--- config.mk ---
export PLATFORM = sky130hd
export DESIGN_NAME = emif_ctl
export DESIGN_NICKNAME = d
export VERILOG_FILES = /design/src/emif_ctl_pkg.sv /design/src/emif_ctl.sv
export SDC_FILE = /design/constraint.sdc
export NUM_CORES = 1
export LEC_CHECK = 0
export BUFFER_PORTS_ARGS = -buffer_cell sky130_fd_sc_hd__buf_4
export CAP_MARGIN = 20
export CORE_ASPECT_RATIO = 0.6
export CORE_UTILIZATION = 57
export CTS_BUF_LIST = sky130_fd_sc_hd__clkbuf_8
export DETAILED_ROUTE_END_ITERATION = 8
export GPL_TIMING_DRIVEN = 0
export PLACE_DENSITY = 0.89
export SKIP_CTS_REPAIR_TIMING = 1
export SLEW_MARGIN = 20
export SYNTH_ARGS = -nofsm -noshare
export SYNTH_HDL_FRONTEND = slang
export SYNTH_SLANG_ARGS = --single-unit
--- constraint.sdc ---
create_clock -name clk_i -period 2.68 [get_ports clk_i]
set_input_delay 0.134 -clock clk_i [delete_from_list [all_inputs] [get_ports clk_i]]
set_output_delay 0.134 -clock clk_i [all_outputs]
set_load 0.02 [all_outputs]
--- src/emif_ctl_pkg.sv ---
// constants and types of the external memory control pin block
// assumes a single 125 MHz clock and a classic wishbone register port
package emif_ctl_pkg;

    // ************************************************************
    // register offsets (byte addresses)
    // ************************************************************
    localparam logic [7:0] OFS_CTRL = 8'h00;
    localparam logic [7:0] OFS_SPACE = 8'h04;
    localparam logic [7:0] OFS_ADDR = 8'h08;
    localparam logic [7:0] OFS_CMD = 8'h0c;
    localparam logic [7:0] OFS_STATUS = 8'h10;

    // ************************************************************
    // field positions, width reset value and clock divider half periods
    // ************************************************************
    localparam int CTRL_DIV_LSB = 0;
    localparam int CTRL_NOSD_BIT = 2;
    localparam int CTRL_SREF_BIT = 3;
    localparam int CTRL_GPO_BIT = 4;
    localparam int CTRL_WID_LSB = 5;
    localparam int SPACE_RDSEL_LSB = 8;
    localparam int CMD_WE_BIT = 0;
    localparam int CMD_PX_BIT = 1;
    localparam int CMD_SIZE_LSB = 2;
    localparam int STAT_DONE_BIT = 2;
    localparam logic [1:0] WIDTH_RST = 2'h3;
    localparam int CORE4_HALF = 2;
    localparam int CORE6_HALF = 3;

    // ************************************************************
    // enumerations
    // ************************************************************
    typedef enum logic [1:0] {
        SRC_EXT = 2'h0,
        SRC_CORE4 = 2'h1,
        SRC_CORE6 = 2'h2
    } clk_src_t;

    typedef enum logic [1:0] {
        DIV_1 = 2'h0,
        DIV_2 = 2'h1,
        DIV_4 = 2'h2
    } div_sel_t;

    typedef enum logic [1:0] {
        MEM_ASYNC = 2'h0,
        MEM_SDRAM = 2'h1,
        MEM_SYNC = 2'h2
    } mem_type_t;

    typedef enum logic [2:0] {
        ST_IDLE = 3'b000,
        ST_ACTIVE = 3'b001,
        ST_STROBE = 3'b010,
        ST_DONE = 3'b011,
        ST_HOLD_OFF = 3'b100,
        ST_HOLD = 3'b101
    } fsm_t;

    // strap code 01 picks core/4, 10 core/6, the rest the external clock
    function automatic clk_src_t strap_decode(input logic [1:0] s);
        case (s)
            2'h1: strap_decode = SRC_CORE4;
            2'h2: strap_decode = SRC_CORE6;
            default: strap_decode = SRC_EXT;
        endcase
    endfunction

endpackage

--- src/emif_ctl.sv ---
// control, clocking and arbitration pins of the wide memory interface
// assumes pin inputs synchronous to clk_i and a classic wishbone master
`timescale 1ns/1ns
`default_nettype none
module emif_ctl
    import emif_ctl_pkg::*;
(
    input wire logic clk_i,
    input wire logic rst_i,
    input wire logic [7:0] wb_adr_i,
    input wire logic [31:0] wb_dat_i,
    output logic [31:0] wb_dat_o,
    input wire logic wb_we_i,
    input wire logic [3:0] wb_sel_i,
    input wire logic wb_stb_i,
    input wire logic wb_cyc_i,
    output logic wb_ack_o,
    input wire logic [1:0] clk_src_straps_i,
    input wire logic if_clk_in_i,
    output logic if_clk_out_full_o,
    output logic if_clk_out_div_o,
    output logic [3:0] chip_en_n_o,
    output logic [7:0] byte_en_n_o,
    output logic pin_rd_n_o,
    output logic pin_oe_n_o,
    output logic pin_we_n_o,
    output logic sdram_clk_en_o,
    output logic fifo_out_en_space3_n_o,
    output logic periph_xfer_out_n_o,
    output logic ctl_oe_n_o,
    input wire logic async_ready_in_i,
    input wire logic hold_req_in_i,
    output logic hold_ack_out_o,
    output logic bus_req_out_o
);

    // ************************************************************
    // state
    // ************************************************************
    typedef struct packed {
        logic strap_done;
        clk_src_t clk_src;
        logic [1:0] div_cnt;
        logic src_lvl;
        logic div_lvl;
        logic div_ph;
        div_sel_t div_sel;
        logic no_sdram;
        logic self_ref;
        logic gpo_val;
        logic [1:0] mem_width;
        logic [7:0] space_type;
        logic [3:0] rd_sel;
        logic [31:0] addr;
        logic cmd_we;
        logic cmd_px;
        logic [1:0] cmd_size;
        logic pend;
        logic done;
        fsm_t fsm;
        logic ack;
        logic [31:0] rdata;
        logic [3:0] ce_n;
        logic [7:0] be_n;
        logic rd_n;
        logic oe_n;
        logic we_n;
        logic fifo3_n;
        logic px_n;
        logic bus_off;
        logic hold_ack;
    } state_t;

    state_t q, d;

    function automatic logic [31:0] merge(input logic [31:0] old,
                                          input logic [31:0] nw,
                                          input logic [3:0] sel);
        logic [31:0] m;
        m = {{8{sel[3]}}, {8{sel[2]}}, {8{sel[1]}}, {8{sel[0]}}};
        merge = (old & ~m) | (nw & m);
    endfunction

    function automatic logic [7:0] be_calc(input logic [2:0] lo,
                                           input logic [1:0] wid,
                                           input logic [1:0] size);
        logic [15:0] szm;
        logic [15:0] wm;
        logic [2:0] lane;
        logic [3:0] wb;
        wb = 4'h1 << wid;
        szm = (16'h0001 << (4'h1 << size)) - 16'h0001;
        wm = (16'h0001 << wb) - 16'h0001;
        lane = lo & 3'(wb - 4'h1);
        be_calc = 8'((szm << lane) & wm);
    endfunction

    logic sel_ok;
    logic tick;
    logic [1:0] space;
    mem_type_t mtype;
    logic [31:0] ctrl_w;
    logic [31:0] space_w;
    logic [31:0] cmd_w;
    logic [31:0] stat_w;
    logic [31:0] wv;
    logic done_set;

    // ************************************************************
    // next state
    // ************************************************************
    always_comb begin
        d = q;
        sel_ok = wb_cyc_i && wb_stb_i && !q.ack;
        done_set = 1'b0;
        ctrl_w = {25'h0, q.mem_width, q.gpo_val, q.self_ref, q.no_sdram,
                  q.div_sel};
        space_w = {20'h0, q.rd_sel, q.space_type};
        cmd_w = {28'h0, q.cmd_size, q.cmd_px, q.cmd_we};
        stat_w = {24'h0, q.fsm, q.clk_src, q.done, q.hold_ack, q.pend};
        wv = 32'h0;
        // clock source caught once after reset
        if (!q.strap_done) begin
            d.strap_done = 1'b1;
            d.clk_src = strap_decode(clk_src_straps_i);
        end
        // interface clock level from the selected source
        case (q.clk_src)
            SRC_CORE4: begin
                d.div_cnt = (q.div_cnt == 2'(CORE4_HALF - 1)) ? 2'h0
                            : q.div_cnt + 2'h1;
                d.src_lvl = (q.div_cnt == 2'(CORE4_HALF - 1)) ? !q.src_lvl
                            : q.src_lvl;
            end
            SRC_CORE6: begin
                d.div_cnt = (q.div_cnt == 2'(CORE6_HALF - 1)) ? 2'h0
                            : q.div_cnt + 2'h1;
                d.src_lvl = (q.div_cnt == 2'(CORE6_HALF - 1)) ? !q.src_lvl
                            : q.src_lvl;
            end
            default: begin
                d.div_cnt = 2'h0;
                d.src_lvl = if_clk_in_i;
            end
        endcase
        tick = d.src_lvl && !q.src_lvl;
        // divided output clock
        case (q.div_sel)
            DIV_2: begin
                if (tick) begin
                    d.div_lvl = !q.div_lvl;
                end
            end
            DIV_4: begin
                if (tick) begin
                    d.div_ph = !q.div_ph;
                    if (q.div_ph) begin
                        d.div_lvl = !q.div_lvl;
                    end
                end
            end
            default: begin
                d.div_lvl = d.src_lvl;
            end
        endcase
        // access sequencer
        space = q.addr[29:28];
        mtype = mem_type_t'(q.space_type[2*space +: 2]);
        case (q.fsm)
            ST_IDLE: begin
                if (hold_req_in_i) begin
                    d.fsm = ST_HOLD_OFF;
                end else if (q.pend && tick) begin
                    d.fsm = ST_ACTIVE;
                end
            end
            ST_ACTIVE: begin
                if (tick) begin
                    d.fsm = ST_STROBE;
                end
            end
            ST_STROBE: begin
                if (tick && (mtype != MEM_ASYNC || async_ready_in_i)) begin
                    d.fsm = ST_DONE;
                end
            end
            ST_DONE: begin
                if (tick) begin
                    d.fsm = ST_IDLE;
                    d.pend = 1'b0;
                    done_set = 1'b1;
                end
            end
            ST_HOLD_OFF: begin
                d.fsm = ST_HOLD;
            end
            ST_HOLD: begin
                if (!hold_req_in_i) begin
                    d.fsm = ST_IDLE;
                end
            end
            default: begin
                d.fsm = ST_IDLE;
            end
        endcase
        d.bus_off = d.fsm == ST_HOLD_OFF || d.fsm == ST_HOLD;
        d.hold_ack = q.bus_off && d.fsm == ST_HOLD;
        // pin decode for the coming state
        d.ce_n = 4'hf;
        d.be_n = 8'hff;
        d.rd_n = 1'b1;
        d.oe_n = 1'b1;
        d.we_n = 1'b1;
        d.fifo3_n = 1'b1;
        d.px_n = 1'b1;
        if (d.fsm == ST_ACTIVE || d.fsm == ST_STROBE || d.fsm == ST_DONE) begin
            d.ce_n = ~(4'h1 << space);
            d.be_n = ~be_calc(q.addr[2:0], q.mem_width, q.cmd_size);
        end
        if (d.fsm == ST_ACTIVE && mtype == MEM_SDRAM) begin
            d.oe_n = 1'b0;
        end
        if (d.fsm == ST_STROBE) begin
            d.px_n = !q.cmd_px;
            case (mtype)
                MEM_SDRAM: begin
                    d.rd_n = 1'b0;
                    d.we_n = !q.cmd_we;
                end
                MEM_SYNC: begin
                    d.rd_n = q.rd_sel[space] ? q.cmd_we : 1'b0;
                    d.oe_n = q.cmd_we;
                    d.we_n = !q.cmd_we;
                    d.fifo3_n = !(space == 2'h3 && !q.cmd_we);
                end
                default: begin
                    d.rd_n = q.cmd_we;
                    d.oe_n = q.cmd_we;
                    d.we_n = !q.cmd_we;
                end
            endcase
        end
        // register port
        d.ack = sel_ok;
        if (sel_ok) begin
            case (wb_adr_i)
                OFS_CTRL: d.rdata = ctrl_w;
                OFS_SPACE: d.rdata = space_w;
                OFS_ADDR: d.rdata = q.addr;
                OFS_CMD: d.rdata = cmd_w;
                OFS_STATUS: d.rdata = stat_w;
                default: d.rdata = 32'h0;
            endcase
        end
        if (sel_ok && wb_we_i) begin
            case (wb_adr_i)
                OFS_CTRL: begin
                    wv = merge(ctrl_w, wb_dat_i, wb_sel_i);
                    d.div_sel = div_sel_t'(wv[CTRL_DIV_LSB +: 2]);
                    d.no_sdram = wv[CTRL_NOSD_BIT];
                    d.self_ref = wv[CTRL_SREF_BIT];
                    d.gpo_val = wv[CTRL_GPO_BIT];
                    d.mem_width = wv[CTRL_WID_LSB +: 2];
                end
                OFS_SPACE: begin
                    wv = merge(space_w, wb_dat_i, wb_sel_i);
                    d.space_type = wv[7:0];
                    d.rd_sel = wv[SPACE_RDSEL_LSB +: 4];
                end
                OFS_ADDR: begin
                    if (!q.pend) begin
                        d.addr = merge(q.addr, wb_dat_i, wb_sel_i);
                    end
                end
                OFS_CMD: begin
                    if (!q.pend) begin
                        wv = merge(cmd_w, wb_dat_i, wb_sel_i);
                        d.cmd_we = wv[CMD_WE_BIT];
                        d.cmd_px = wv[CMD_PX_BIT];
                        d.cmd_size = wv[CMD_SIZE_LSB +: 2];
                        d.pend = 1'b1;
                    end
                end
                OFS_STATUS: begin
                    if (wb_sel_i[0] && wb_dat_i[STAT_DONE_BIT]) begin
                        d.done = 1'b0;
                    end
                end
                default: begin
                end
            endcase
        end
        if (done_set) begin
            d.done = 1'b1;
        end
    end

    always_ff @(posedge clk_i) begin
        if (rst_i) begin
            q <= '0;
            q.mem_width <= WIDTH_RST;
            q.fsm <= ST_IDLE;
            q.ce_n <= 4'hf;
            q.be_n <= 8'hff;
            q.rd_n <= 1'b1;
            q.oe_n <= 1'b1;
            q.we_n <= 1'b1;
            q.fifo3_n <= 1'b1;
            q.px_n <= 1'b1;
        end else begin
            q <= d;
        end
    end

    // ************************************************************
    // outputs
    // ************************************************************
    assign wb_dat_o = q.rdata;
    assign wb_ack_o = q.ack;
    assign if_clk_out_full_o = q.src_lvl;
    assign if_clk_out_div_o = q.div_lvl;
    assign chip_en_n_o = q.ce_n;
    assign byte_en_n_o = q.be_n;
    assign pin_rd_n_o = q.rd_n;
    assign pin_oe_n_o = q.oe_n;
    assign pin_we_n_o = q.we_n;
    assign fifo_out_en_space3_n_o = q.fifo3_n;
    assign periph_xfer_out_n_o = q.px_n;
    assign ctl_oe_n_o = q.bus_off;
    assign hold_ack_out_o = q.hold_ack;
    assign sdram_clk_en_o = q.no_sdram ? q.gpo_val : !q.self_ref;
    assign bus_req_out_o = q.pend;
endmodule
`default_nettype wire

## Word-level counts from Yosys, hierarchy flattened

Index checks and enable logic that the tools add are counted.

| storage, ports and cells | value |
|---|---|
| input port bits | 54 |
| output and inout bits | 56 |
| word-level logic and storage cells | 164 |
| bits in registers | 120 |

| cells by class | value |
|---|---|
| shift operators | 7 |
| reductions and logical operators | 38 |
| equality and inequality tests | 28 |
| bitwise gates (word level) | 18 |
| muxes and demuxes | 37 |
| magnitude comparators | 1 |
| $add $sub $neg | 4 |

Operator list:

| cell | number |
|---|---|
| $pmux W32 S5 | 1 |
| $and A32 B32 Y32 | 2 |
| $not A32 Y32 | 1 |
| $or A32 B32 Y32 | 1 |
| $mux W1 | 19 |
| $mux W3 | 6 |
| $pmux W3 S6 | 1 |
| $eq A8 B4 Y1 const B | 2 |
| $shl A1 B4 Y16 const A | 1 |
| $shl A16 B3 Y8 | 1 |
| $sub A16 B1 Y16 const B | 1 |
| $and A12 B12 Y12 | 1 |
| $eq A2 B2 Y1 const B | 6 |
| $eq A3 B2 Y1 const B | 4 |
| $eq A3 B3 Y1 const B | 4 |
| $or A12 B12 Y12 | 1 |
| $reduce_and A3 Y1 | 4 |
| $shl A1 B2 Y4 const A | 3 |
| $eq A2 B1 Y1 const B | 5 |
| $logic_and A1 B1 Y1 | 10 |
| $and A8 B8 Y8 | 1 |
| $eq A8 B3 Y1 const B | 1 |
| $eq A8 B5 Y1 const B | 1 |
| $logic_not A1 Y1 | 8 |
| 29 further kinds | 48 |

## Longest topological paths before layout

Gate-level depths: netlist (run 1).

| depth | value |
|---|---|
| depth in word-level cells | 13 |
| gate-level depth with buffers | 9 |
| depth with buffers taken out | 8 |

## Worst setup path after synthesis (run 1)

OpenSTA, ideal clock, no wires.

| timing path | value |
|---|---|
| path type | register -> register |
| start | register (tool-made name) |
| end | register q, in the netlist fifo_out_en_space3_n_o |
| library setup time | 0.152 ns |
| arrival | 2.043 ns |
| data required time | 2.528 ns |
| clock period less this slack | 2.195 ns |
| slack | 0.485 ns |
| cell stages (with the launch flop) | 10 |
| buffers on the path | 1 |
| cell sequence | dfxtp_1 > clkbuf_1 > mux4_2 > inv_1 > ha_1 > nand2_1 > o22ai_1 > o2111ai_1 > o41ai_1 > nand4_1 |

RTL lines:

| what | RTL line | RTL |
|---|---|---|
| end, declared | emif_ctl.sv:74 | `state_t q, d;` |

## Worst setup path in the final report (run 1)

| timing path | value |
|---|---|
| start | register q[117] in the netlist's numbering |
| end | register q, in the netlist byte_en_n_o[4] |

| between the ends | value |
|---|---|
| word-level cells in the longest chain between the ends | 12 |
| elaborated cells between the ends (all ways) | 19 |
| classes of those cells | eq/ne: 5; mux: 7; bitwise: 1; reduce/logical: 6 |

Ends and longest elaborated chain:

| what | RTL line | RTL |
|---|---|---|
| $eq A2 B2 Y1 / $eq A2 B1 Y1 (equally long branches) | emif_ctl.sv:128 | `case (q.clk_src)` |
| $pmux W3 S2 (*) | emif_ctl.sv:128 |  |
| $logic_and A1 B1 Y1 (*) | emif_ctl.sv:146 | `tick = d.src_lvl && !q.src_lvl;` |
| $logic_and A1 B1 Y1 | emif_ctl.sv:173 | `end else if (q.pend && tick) begin` |
| $mux W3 | emif_ctl.sv:173 |  |
| $mux W3 | emif_ctl.sv:171 | `if (hold_req_in_i) begin` |
| $pmux W3 S6 (*) | emif_ctl.sv:169 | `case (q.fsm)` |
| $eq A3 B1 Y1 / $eq A3 B2 Y1 (equally long branches) | emif_ctl.sv:216 | `if (d.fsm == ST_ACTIVE \|\| d.fsm == ST_STROBE \|\| d.fsm == ST_DONE) begin` |
| $logic_or A1 B1 Y1 | emif_ctl.sv:216 |  |
| $logic_or A1 B1 Y1 (*) | emif_ctl.sv:216 |  |
| $not A1 Y1 (no line) (*) | n/a |  |
| $reduce_or A2 Y1 (no line) (*) | n/a |  |

Every way passes the cells marked *; elsewhere a longest branch is shown, timed or not.
A chain may end at the register's enable or synchronous reset.

==> results of run 1 <==
==> worst min path at each step <==
stage	depth (start not counted)	endpoint	slack (ns)	start
after floorplan	2	flop	0.26	wb_dat_i[5]
final	3	flop	-0.05	wb_dat_i[26]
after CTS	3	flop	-0.08	wb_dat_i[19]
after global placement	3	flop	0.37	wb_dat_i[13]
after global routing	3	flop	0.0008	wb_dat_i[26]
after detailed placement	3	flop	0.38	wb_dat_i[28]
==> per-stage QoR <==
stage	setup TNS [ns]	hold slack [ns]	area [um2]	worst slack, ns	util, %
after global routing	-0.205	0.000762	7400	-0.0760	78.5
after detailed placement	0	0.378	6630	0.0455	70.3
final	0	-0.0535	7400	0.115	78.5
after CTS	0	-0.0770	7100	0.0223	75.3
after global placement	0	0.369	6630	0.0909	70.3
after floorplan	0	0.262	5670	0.485	-
==> layer usage <==
layer	wire, um	vias up	part of all wire (%)
met5	0	-	0
met4	758	0	4.4
met3	1970	95	11
met2	7440	406	43
met1	7060	2506	41
li1	-	2425	-
==> power groups by stage <==
stage | registers, mW | clock network, mW | logic, mW
3_3_place_gp | 1.85 | 0 | 0.295
6_report | 1.82 | 1.89 | 0.363
4_1_cts | 1.82 | 1.89 | 0.309
5_1_grt | 1.82 | 1.98 | 0.383
2_1_floorplan | 1.86 | 0 | 0.155
3_5_place_dp | 1.86 | 0 | 0.304
==> critical path, cell delays in order, from the launching register on <==
cell	delay [ns]
dfxtp_1	0.41
inv_1	0.06
ha_1	0.44
nand2b_1	0.23
o311ai_2	0.29
o31a_1	0.40
nor3_1	0.42
o211ai_1	0.16
==> synthesized netlist by cell type (all sizes together) (3+ instances only) <==
cell type,count
a21oi,26
nand2,41
o21ai,15
nor2b,11
clkbuf,26
nor3,11
and3,9
nand3b,3
inv,21
and4,3
mux4,6
nor2,88
ha,12
buf,55
nand2b,5
a2bb2oi,7
a22oi,25
a211oi,4
o2bb2ai,4
and3b,3
nand4,5
dfxtp,120
a22o,7
nand3,23
mux2i,55
==> final cells by class <==
type	count	area share, %
multi-input cells	396	36.6
flip-flops and latches	120	32.5
repair buffers	135	14.7
plain buffers	79	6.63
clock buffers	24	4.47
well taps	130	2.20
clock inverters	8	1.89
inverters	21	1.07
==> layout by cell type (no fill, tap or decap), types with 3 or more instances in the layout <==
| cell | count |
|---|---|
| o21ai_0 | 15 |
| ha_1 | 12 |
| dfxtp_1 | 120 |
| nand2_1 | 40 |
| a211oi_1 | 3 |
| nand3_1 | 23 |
| mux2i_1 | 55 |
| nand2b_1 | 5 |
| a21oi_1 | 26 |
| inv_1 | 23 |
| and3b_1 | 3 |
| nor3_1 | 10 |
| and3_1 | 8 |
| buf_4 | 157 |
| o2bb2ai_1 | 4 |
| a2bb2oi_1 | 7 |
| bufinv_16 | 4 |
| and4_1 | 3 |
| a22o_1 | 7 |
| clkbuf_8 | 24 |
| mux4_2 | 6 |
| nor2_1 | 88 |
| dlygate4sd3_1 | 29 |
| clkbuf_1 | 24 |
| a22oi_1 | 25 |
| nor2b_1 | 11 |
| nand3b_1 | 3 |
==> logic make-up (layout without fill, tap and decap cells) <==
| logic type | count (synthesis) | in the layout | share of synthesized area (%) |
|---|---|---|---|
| mux | 61 | 61 | 12.1 |
| compound gates | 105 | 105 | 13.0 |
| buf+inv | 102 | 267 | 10.2 |
| simple gates | 214 | 214 | 19.1 |
| fa+ha+maj | 13 | 13 | 2.82 |
| flops | 120 | 120 | 42.4 |
| xor+xnor | 3 | 3 | 0.463 |
==> impl_metrics.ini, run 1 <==
[layout]
antenna_cells = 0
drive_gt1_share_pct = 26.9
nFillCells = 595
regArea_um2 = 2400
multi_input_area_um2 = 2710
final_nets = 836
stdcell_count = 913
areaGrowthSynthToFinish_pct = 30.5

[clock_tree]
clk_pin_slew_ns = 0.07
cts-root-buf = clkbuf_8
htree_levels = 4
clockBufferDepth = 2
cts_inserted_buffers = 17
cts_sinks = 120
clk-insertion-delay-late_ns = 0.45
cts_tree = done

[drt]
via_per_inst = 5.95
drt_iter0_drc = 700
dr_total_vias = 5432
drt_wl_total_mm = 17.2
dr.pass1.iters = 7
ant_nets = 0
drc_errors = 0
routedWlPerCell_um = 18.9

[global_route]
antenna_found_initial = 0
grt_pass1_vias = 4924
grt_max_degree = 17
grt_overflow_total = 0
track_usage_pct = 32.1
grtUsageMet2_pct = 48.3
grt_use_met1_pct = 43.8
use_met3_pct = 8.36
grt_pass1_wl_mm = 24.9
top_usage_layer = met2

[power_and_ir_drop]
p_switching_uw = 930
p_per_area_nw_per_um2 = 550
swShare_pct = 22.9
p_leak_nw = 3.15
p_comb_share_pct = 8.9
p_int_mw = 3.14
p_seq_share_pct = 44.7
totalPowerFinal_mw = 4.07
ir_worst_vdd_mv = 0.361
p_clk_share_pct = 46.4

[sta]
relSlewSlack_pct = 48.9
hold_ws_ns = -0.0535
slew_violations = 0
setup_violations = 0
fmax_mhz = 390
period_share_pct = 95.7
hold_viol = 1
fin_crit_ns = 2.57
worst_pin_slew_ns = 0.766
fin_skew_ns = 0.0144

[place]
dpl.hpwl_mm = 11.1
dp.cells = 854
port_buffers = 106
gp_congestion = 0.929

[synthesis]
seq_area_frac_synth_pct = 42.4
synth_seq_cells = 120
synthCells = 618
yosys-top-cells-area = dfxtp_1 (42%), mux2i_1 (9.7%), buf_4 (6.8%)
synth.distinct_cells = 58
syn_area_um2 = 5670
synth_top_area_share_pct = 42.4
ys_async_sr_fraction_pct = 0
synth_edf_count = 0
synthesis.nets = 684
yosys.area.top_type = dfxtp_1
synthFlopType = dfxtp_1
ys_warn_count = 0
synth_area_per_cell_um2 = 9.18

[critical_path]
r2r_end = byte_en_n_o[4]
r2r_slack_ns = 0.11
cp-end-kind = flop
cp_max_fo = 7
critPathLaunchType = flop
crit_path_end = byte_en_n_o[4]
crit_type = reg2reg
arrival_ns = 2.85
r2r-start = q[117]
r2r_cells = 7
critPathLaunch = q[117]
worst-endpoint-required_ns = 2.97

[floorplanning]
die_h_um = 79.3
die_x_um = 131
ios = 110
core_area_um2 = 9430
initial_core_util_pct = 60.2
die-area_um2 = 10400
row_count = 27

[hold_path]
hp-class = in2reg

[job]
maxCapViolCount = 0

[run_status]
status = complete, but fails checks
violations = negative hold slack
Note: power is estimated with default switching activity, not from simulation.
==> inputs of run 2 (changes only) <==
--- a/config.mk
+++ b/config.mk
@@ -8,11 +8,11 @@
 export BUFFER_PORTS_ARGS = -buffer_cell sky130_fd_sc_hd__buf_4
 export CAP_MARGIN = 20
 export CORE_ASPECT_RATIO = 0.6
-export CORE_UTILIZATION = 57
+export CORE_UTILIZATION = 62
 export CTS_BUF_LIST = sky130_fd_sc_hd__clkbuf_8
 export DETAILED_ROUTE_END_ITERATION = 8
 export GPL_TIMING_DRIVEN = 0
-export PLACE_DENSITY = 0.89
+export PLACE_DENSITY = 0.95
 export SKIP_CTS_REPAIR_TIMING = 1
 export SLEW_MARGIN = 20
 export SYNTH_ARGS = -nofsm -noshare
==> constraint.sdc (replaced) <==
create_clock -name clk_i -period 3.1 [get_ports clk_i]
set_input_delay 0.155 -clock clk_i [delete_from_list [all_inputs] [get_ports clk_i]]
set_output_delay 0.155 -clock clk_i [all_outputs]
set_load 0.02 [all_outputs]
==> run 2 against run 1 <==
The flow finishes with violations (design-rule violations). Non-clock buffer count increased by 4. Routed wire length grew 7.2%. First-iteration DRC count rose by 26%. Sequential power decreased by 14%. Cell area down 0.66%. Combinational power decreased by 12%. Clock power is 16% lower. Clock-buffer cell count shrank 4. Critical endpoint is now pin_oe_n_o. Highest routed layer unchanged.
==> impl_metrics.ini, run 2 (same netlist as run 1, synthesis figures left out) <==
[run_status]
status = complete, but fails checks
violations = design-rule violations

[layout]
drive_gt1_share_pct = 26.4
most-common-layout-cells = buf_4 (157), dfxtp_1 (120), nor2_1 (88)
areaGrowthSynthToFinish_pct = 29.6
final_nets = 840
antenna_cells = 0
fin_util_pct = 84.6
regArea_um2 = 2400
multi_input_area_um2 = 2690
layout_commonest_cell = buf_4
nFillCells = 446

[floorplanning]
row_count = 26
die_x_um = 125
initial_core_util_pct = 65.3
die-area_um2 = 9550
die_h_um = 76.1
core_area_um2 = 8690
ios = 110

[drt]
via_per_inst = 6.33
drt_wl_total_mm = 18.5
routedWlPerCell_um = 20.6
ant_nets = 0
dr_total_vias = 5687
drc_errors = 20
drt_iter0_drc = 885
dr.pass1.iters = 9

[sta]
period_share_pct = 88.2
worst_pin_slew_ns = 0.974
hold_ws_ns = 0.0178
tns_ns = 0
fin_skew_ns = 0.0160
relSlewSlack_pct = 34.2
hold_viol = 0
slew_violations = 0
setup_violations = 0
fmax_mhz = 366
rsz0062_at_grt = false
fin_crit_ns = 2.73

[place]
dpl.hpwl_mm = 11.5
port_buffers = 106
gp_congestion = 0.916

[clock_tree]
cts_inserted_buffers = 17
clk_pin_slew_ns = 0.08
cts_sinks = 120
clockBufferDepth = 2
cts_tree = done
clk-insertion-delay-late_ns = 0.47
cts-root-buf = clkbuf_8
htree_levels = 4

[power_and_ir_drop]
p_comb_share_pct = 9.2
p_switching_uw = 851
p_int_mw = 2.62
ir_worst_vdd_mv = 0.452
p_seq_share_pct = 45.3
p_leak_nw = 3.15
totalPowerFinal_mw = 3.47
swShare_pct = 24.5
p_clk_share_pct = 45.5
p_per_area_nw_per_um2 = 472

[critical_path]
critPathLaunchType = flop
path_delay_family = compound AO/OA/AOI/OAI gates
cp-end-kind = flop
cp_slowest_cell = mux4_2
crit_buf_inv = 2
cp_max_fo = 10
max_stage_delay_ns = 0.65
crit_type = reg2reg
arrival_ns = 3.03
worst-endpoint-required_ns = 3.40
path_cells = clkbuf_1 > mux4_2 > inv_1 > ha_1 > nand2_1 > o22ai_1 > o2111ai_1 > o41ai_1 > a32oi_1

[global_route]
grt_overflow_total = 0
grt_pass1_wl_mm = 25.8
track_usage_pct = 35.2
grt_pass1_vias = 5139
top_usage_layer = met2
grt_use_met1_pct = 43.9
use_met3_pct = 12.1
antenna_found_initial = 0
grtUsageMet2_pct = 54.2
grt_max_degree = 17

[job]
maxCapViolCount = 0

[hold_path]
hp-start = wb_dat_i[16]
hp-class = in2reg
## run 2: cell count changes in the layout (fill, tap and decap cells not counted)
cell	previous run	this run
clkbuf_1	24	26
dlygate4sd3_1	29	31
o311ai_2	1	0
clkinv_2	1	5
o41ai_1	0	1
o41ai_2	1	0
inv_1	23	24
o311ai_1	0	1
clkbuf_8	24	20
clkinvlp_4	1	0
## run 2: final cells by class
type | count | area share [%]
Inverter | 21 | 1.07
Timing Repair Buffer | 137 | 15.1
Clock buffer | 20 | 3.75
Buffer | 81 | 6.78
Clock inverter | 12 | 2.13
Tap cell | 112 | 1.91
Multi-Input combinational cell | 396 | 36.6
Sequential cell | 120 | 32.7
## run 2: layer usage
metal / wire, um / vias up
li1: - / 2434
met1: 6990 / 2604
met2: 7940 / 504
met3: 2370 / 145
met4: 1190 / 0
met5: 0 / -
## run 2: path summary, 6_finish.rpt
| check | endpoint | slack, ns | cells after the start |
|---|---|---|---|
| setup / recovery | pin_oe_n_o | 0.37 | 9 |
| hold / removal | flop | 0.02 | 3 |
| setup reg to reg | pin_oe_n_o | 0.37 | 9 |
| hold reg to reg | periph_xfer_out_n_o | 0.42 | 1 |
## run 2: worst register-to-register path, stage by stage (launching register included)
cell and delay [ns]:
dfxtp_1 0.31, clkbuf_1 0.49, mux4_2 0.65, inv_1 0.11
ha_1 0.15, nand2_1 0.05, o22ai_1 0.27, o2111ai_1 0.14
o41ai_1 0.23, a32oi_1 0.16
## run 2: stage by stage
stage | worst slack [ns] | instance area (um2) | std cells
5_1_grt | 0.186 | 7350 | 899
6_report | 0.366 | 7350 | 899
4_1_cts | 0.442 | 7040 | 868
2_1_floorplan | 0.905 | 5670 | 618
3_3_place_gp | 0.523 | 6610 | 836
3_5_place_dp | 0.494 | 6610 | 836
## run 2: power groups by stage
| stage | logic [mW] | clock network (mW) | registers, mW |
|---|---|---|---|
| floorplan | 0.134 | 0 | 1.61 |
| global placement | 0.254 | 0 | 1.60 |
| detailed placement | 0.264 | 0 | 1.60 |
| CTS | 0.269 | 1.54 | 1.57 |
| global route | 0.330 | 1.64 | 1.57 |
| finish | 0.318 | 1.58 | 1.57 |
==> inputs of run 3 (changes only) <==
--- a/config.mk
+++ b/config.mk
@@ -12,7 +12,7 @@
 export CTS_BUF_LIST = sky130_fd_sc_hd__clkbuf_8
 export DETAILED_ROUTE_END_ITERATION = 8
 export GPL_TIMING_DRIVEN = 0
-export PLACE_DENSITY = 0.95
+export PLACE_DENSITY = 0.88
 export SKIP_CTS_REPAIR_TIMING = 1
 export SLEW_MARGIN = 20
 export SYNTH_ARGS = -nofsm -noshare
==> constraint.sdc (replaced) <==
create_clock -name clk_i -period 3.1 [get_ports clk_i]
set_input_delay 0.155 -clock clk_i [delete_from_list [all_inputs] [get_ports clk_i]]
set_output_delay 0.155 -clock clk_i [all_outputs]
set_load 0.05 [all_outputs]
==> run 3 against run 2 <==
Non-clock buffer count fell by 6. The run ends with design-rule violations, negative hold slack left. Cell area fell by 1.3%. Fmax fell by 1.9%. Clock skew fell by 0.0082 ns. Power fell by 4.6%. Sequential power barely moved. Sequential share of layout area rose by 0.44 points.
==> impl_metrics.ini, run 3 (same netlist as run 1, synthesis figures left out) <==
[run_status]
status = complete, but fails checks
violations = design-rule violations, negative hold slack

[layout]
most-common-layout-cells = buf_4 (157), dfxtp_1 (120), nor2_1 (88)
stdcell_count = 893
layout_commonest_cell = buf_4
fin_area_um2 = 7250
drive_gt1_share_pct = 26.6
areaGrowthSynthToFinish_pct = 27.9
regArea_um2 = 2400
antenna_cells = 0
nFillCells = 516
multi_input_area_um2 = 2690
final_nets = 834

[critical_path]
max_stage_delay_ns = 0.64
path_delay_family = compound AO/OA/AOI/OAI gates
cp_max_fo = 10
cp-end-kind = flop
r2r_slack_ns = 0.31
worst-endpoint-required_ns = 3.38
arrival_ns = 3.07
crit_buf_inv = 2
critPathLaunchType = flop
r2r_cells = 9
cp_slowest_cell = mux4_2
path_cells = clkbuf_1 > mux4_2 > inv_1 > ha_1 > nand2_1 > o22ai_1 > o2111ai_1 > o41ai_1 > a32oi_1
r2r_end = pin_oe_n_o
crit_type = reg2reg

[floorplanning]
die_h_um = 76.1
die-area_um2 = 9550
initial_core_util_pct = 65.3
die_x_um = 125
row_count = 26
ios = 110
core_area_um2 = 8690

[place]
place_area_um2 = 6610
port_buffers = 106
dp.cells = 836
gp_congestion = 0.918
dpl.hpwl_mm = 11.3

[clock_tree]
clk-insertion-delay-late_ns = 0.45
cts-root-buf = clkbuf_8
cts_tree = done
htree_levels = 4
cts_sinks = 120
clk_pin_slew_ns = 0.07
clockBufferDepth = 2
cts_inserted_buffers = 17

[sta]
tns_ns = 0
fin_skew_ns = 0.00785
worst_pin_slew_ns = 0.994
rsz0062_at_grt = false
period_share_pct = 89.9
setup_violations = 0
relSlewSlack_pct = 32.7
hold_viol = 6
fin_crit_ns = 2.79
hold_ws_ns = -0.0233
fmax_mhz = 359
slew_violations = 0

[global_route]
antenna_found_initial = 0
grt_overflow_total = 0
grt_max_degree = 17
grt_pass1_vias = 5078
grt_pass1_wl_mm = 25.1
track_usage_pct = 33.8

[hold_path]
hp-start = wb_dat_i[26]
hp-class = in2reg
min_path_cells = 3

[power_and_ir_drop]
totalPowerFinal_mw = 3.31
ir_worst_vdd_mv = 0.346
p_int_mw = 2.47
p_leak_nw = 3.10
p_clk_share_pct = 42.5
swShare_pct = 25.2
p_comb_share_pct = 10.0
p_seq_share_pct = 47.5
p_per_area_nw_per_um2 = 456
p_switching_uw = 833

[drt]
routedWlPerCell_um = 18.6
drt_iter0_drc = 607
dr_total_vias = 5460
ant_nets = 0
dr.pass1.iters = 8
via_per_inst = 6.11
drc_errors = 7
drt_wl_total_mm = 16.6

[job]
maxCapViolCount = 0
==> run 3: per-stage QoR <==
stage,setup slack [ns],util (%)
finish,0.314,83.5
global route,0.188,83.5
CTS,0.387,80.6
detailed placement,0.404,76.1
global placement,0.489,76.1
floorplan,0.905,-
==> run 3: area by class of cell <==
cell class	count	share of cell area (%)
Clock buffer	21	3.99
Timing Repair Buffer	131	14.4
Tap cell	112	1.93
Inverter	21	1.09
Buffer	81	6.87
Clock inverter	11	1.45
Sequential cell	120	33.1
Multi-Input combinational cell	396	37.1
==> run 3: worst max path at each step <==
stage,cells after the start,end
floorplan,9,fifo_out_en_space3_n_o
global placement,9,byte_en_n_o[1]
detailed placement,9,pin_oe_n_o
CTS,9,pin_oe_n_o
global route,9,byte_en_n_o[1]
finish,9,pin_oe_n_o
==> run 3: worst min-delay path, stage by stage <==
cell,delay (ns)
buf_4,0.08
mux2i_1,0.06
nor2_1,0.09
==> run 3: power groups by stage <==
stage | clock network (mW) | registers [mW] | logic, mW
6_report | 1.40 | 1.57 | 0.330
5_1_grt | 1.47 | 1.57 | 0.345
4_1_cts | 1.40 | 1.57 | 0.293
3_5_place_dp | 0 | 1.60 | 0.289
3_3_place_gp | 0 | 1.60 | 0.281
2_1_floorplan | 0 | 1.62 | 0.146
==> run 3: layer usage <==
metal  GRT usage [%]  share of wire [%]  vias up
met3            9.34                 12       80
met4            13.0                3.5        0
met1            44.7                 40     2545
li1                -                  -     2420
met2            52.5                 44      415
met5               0                  0        -
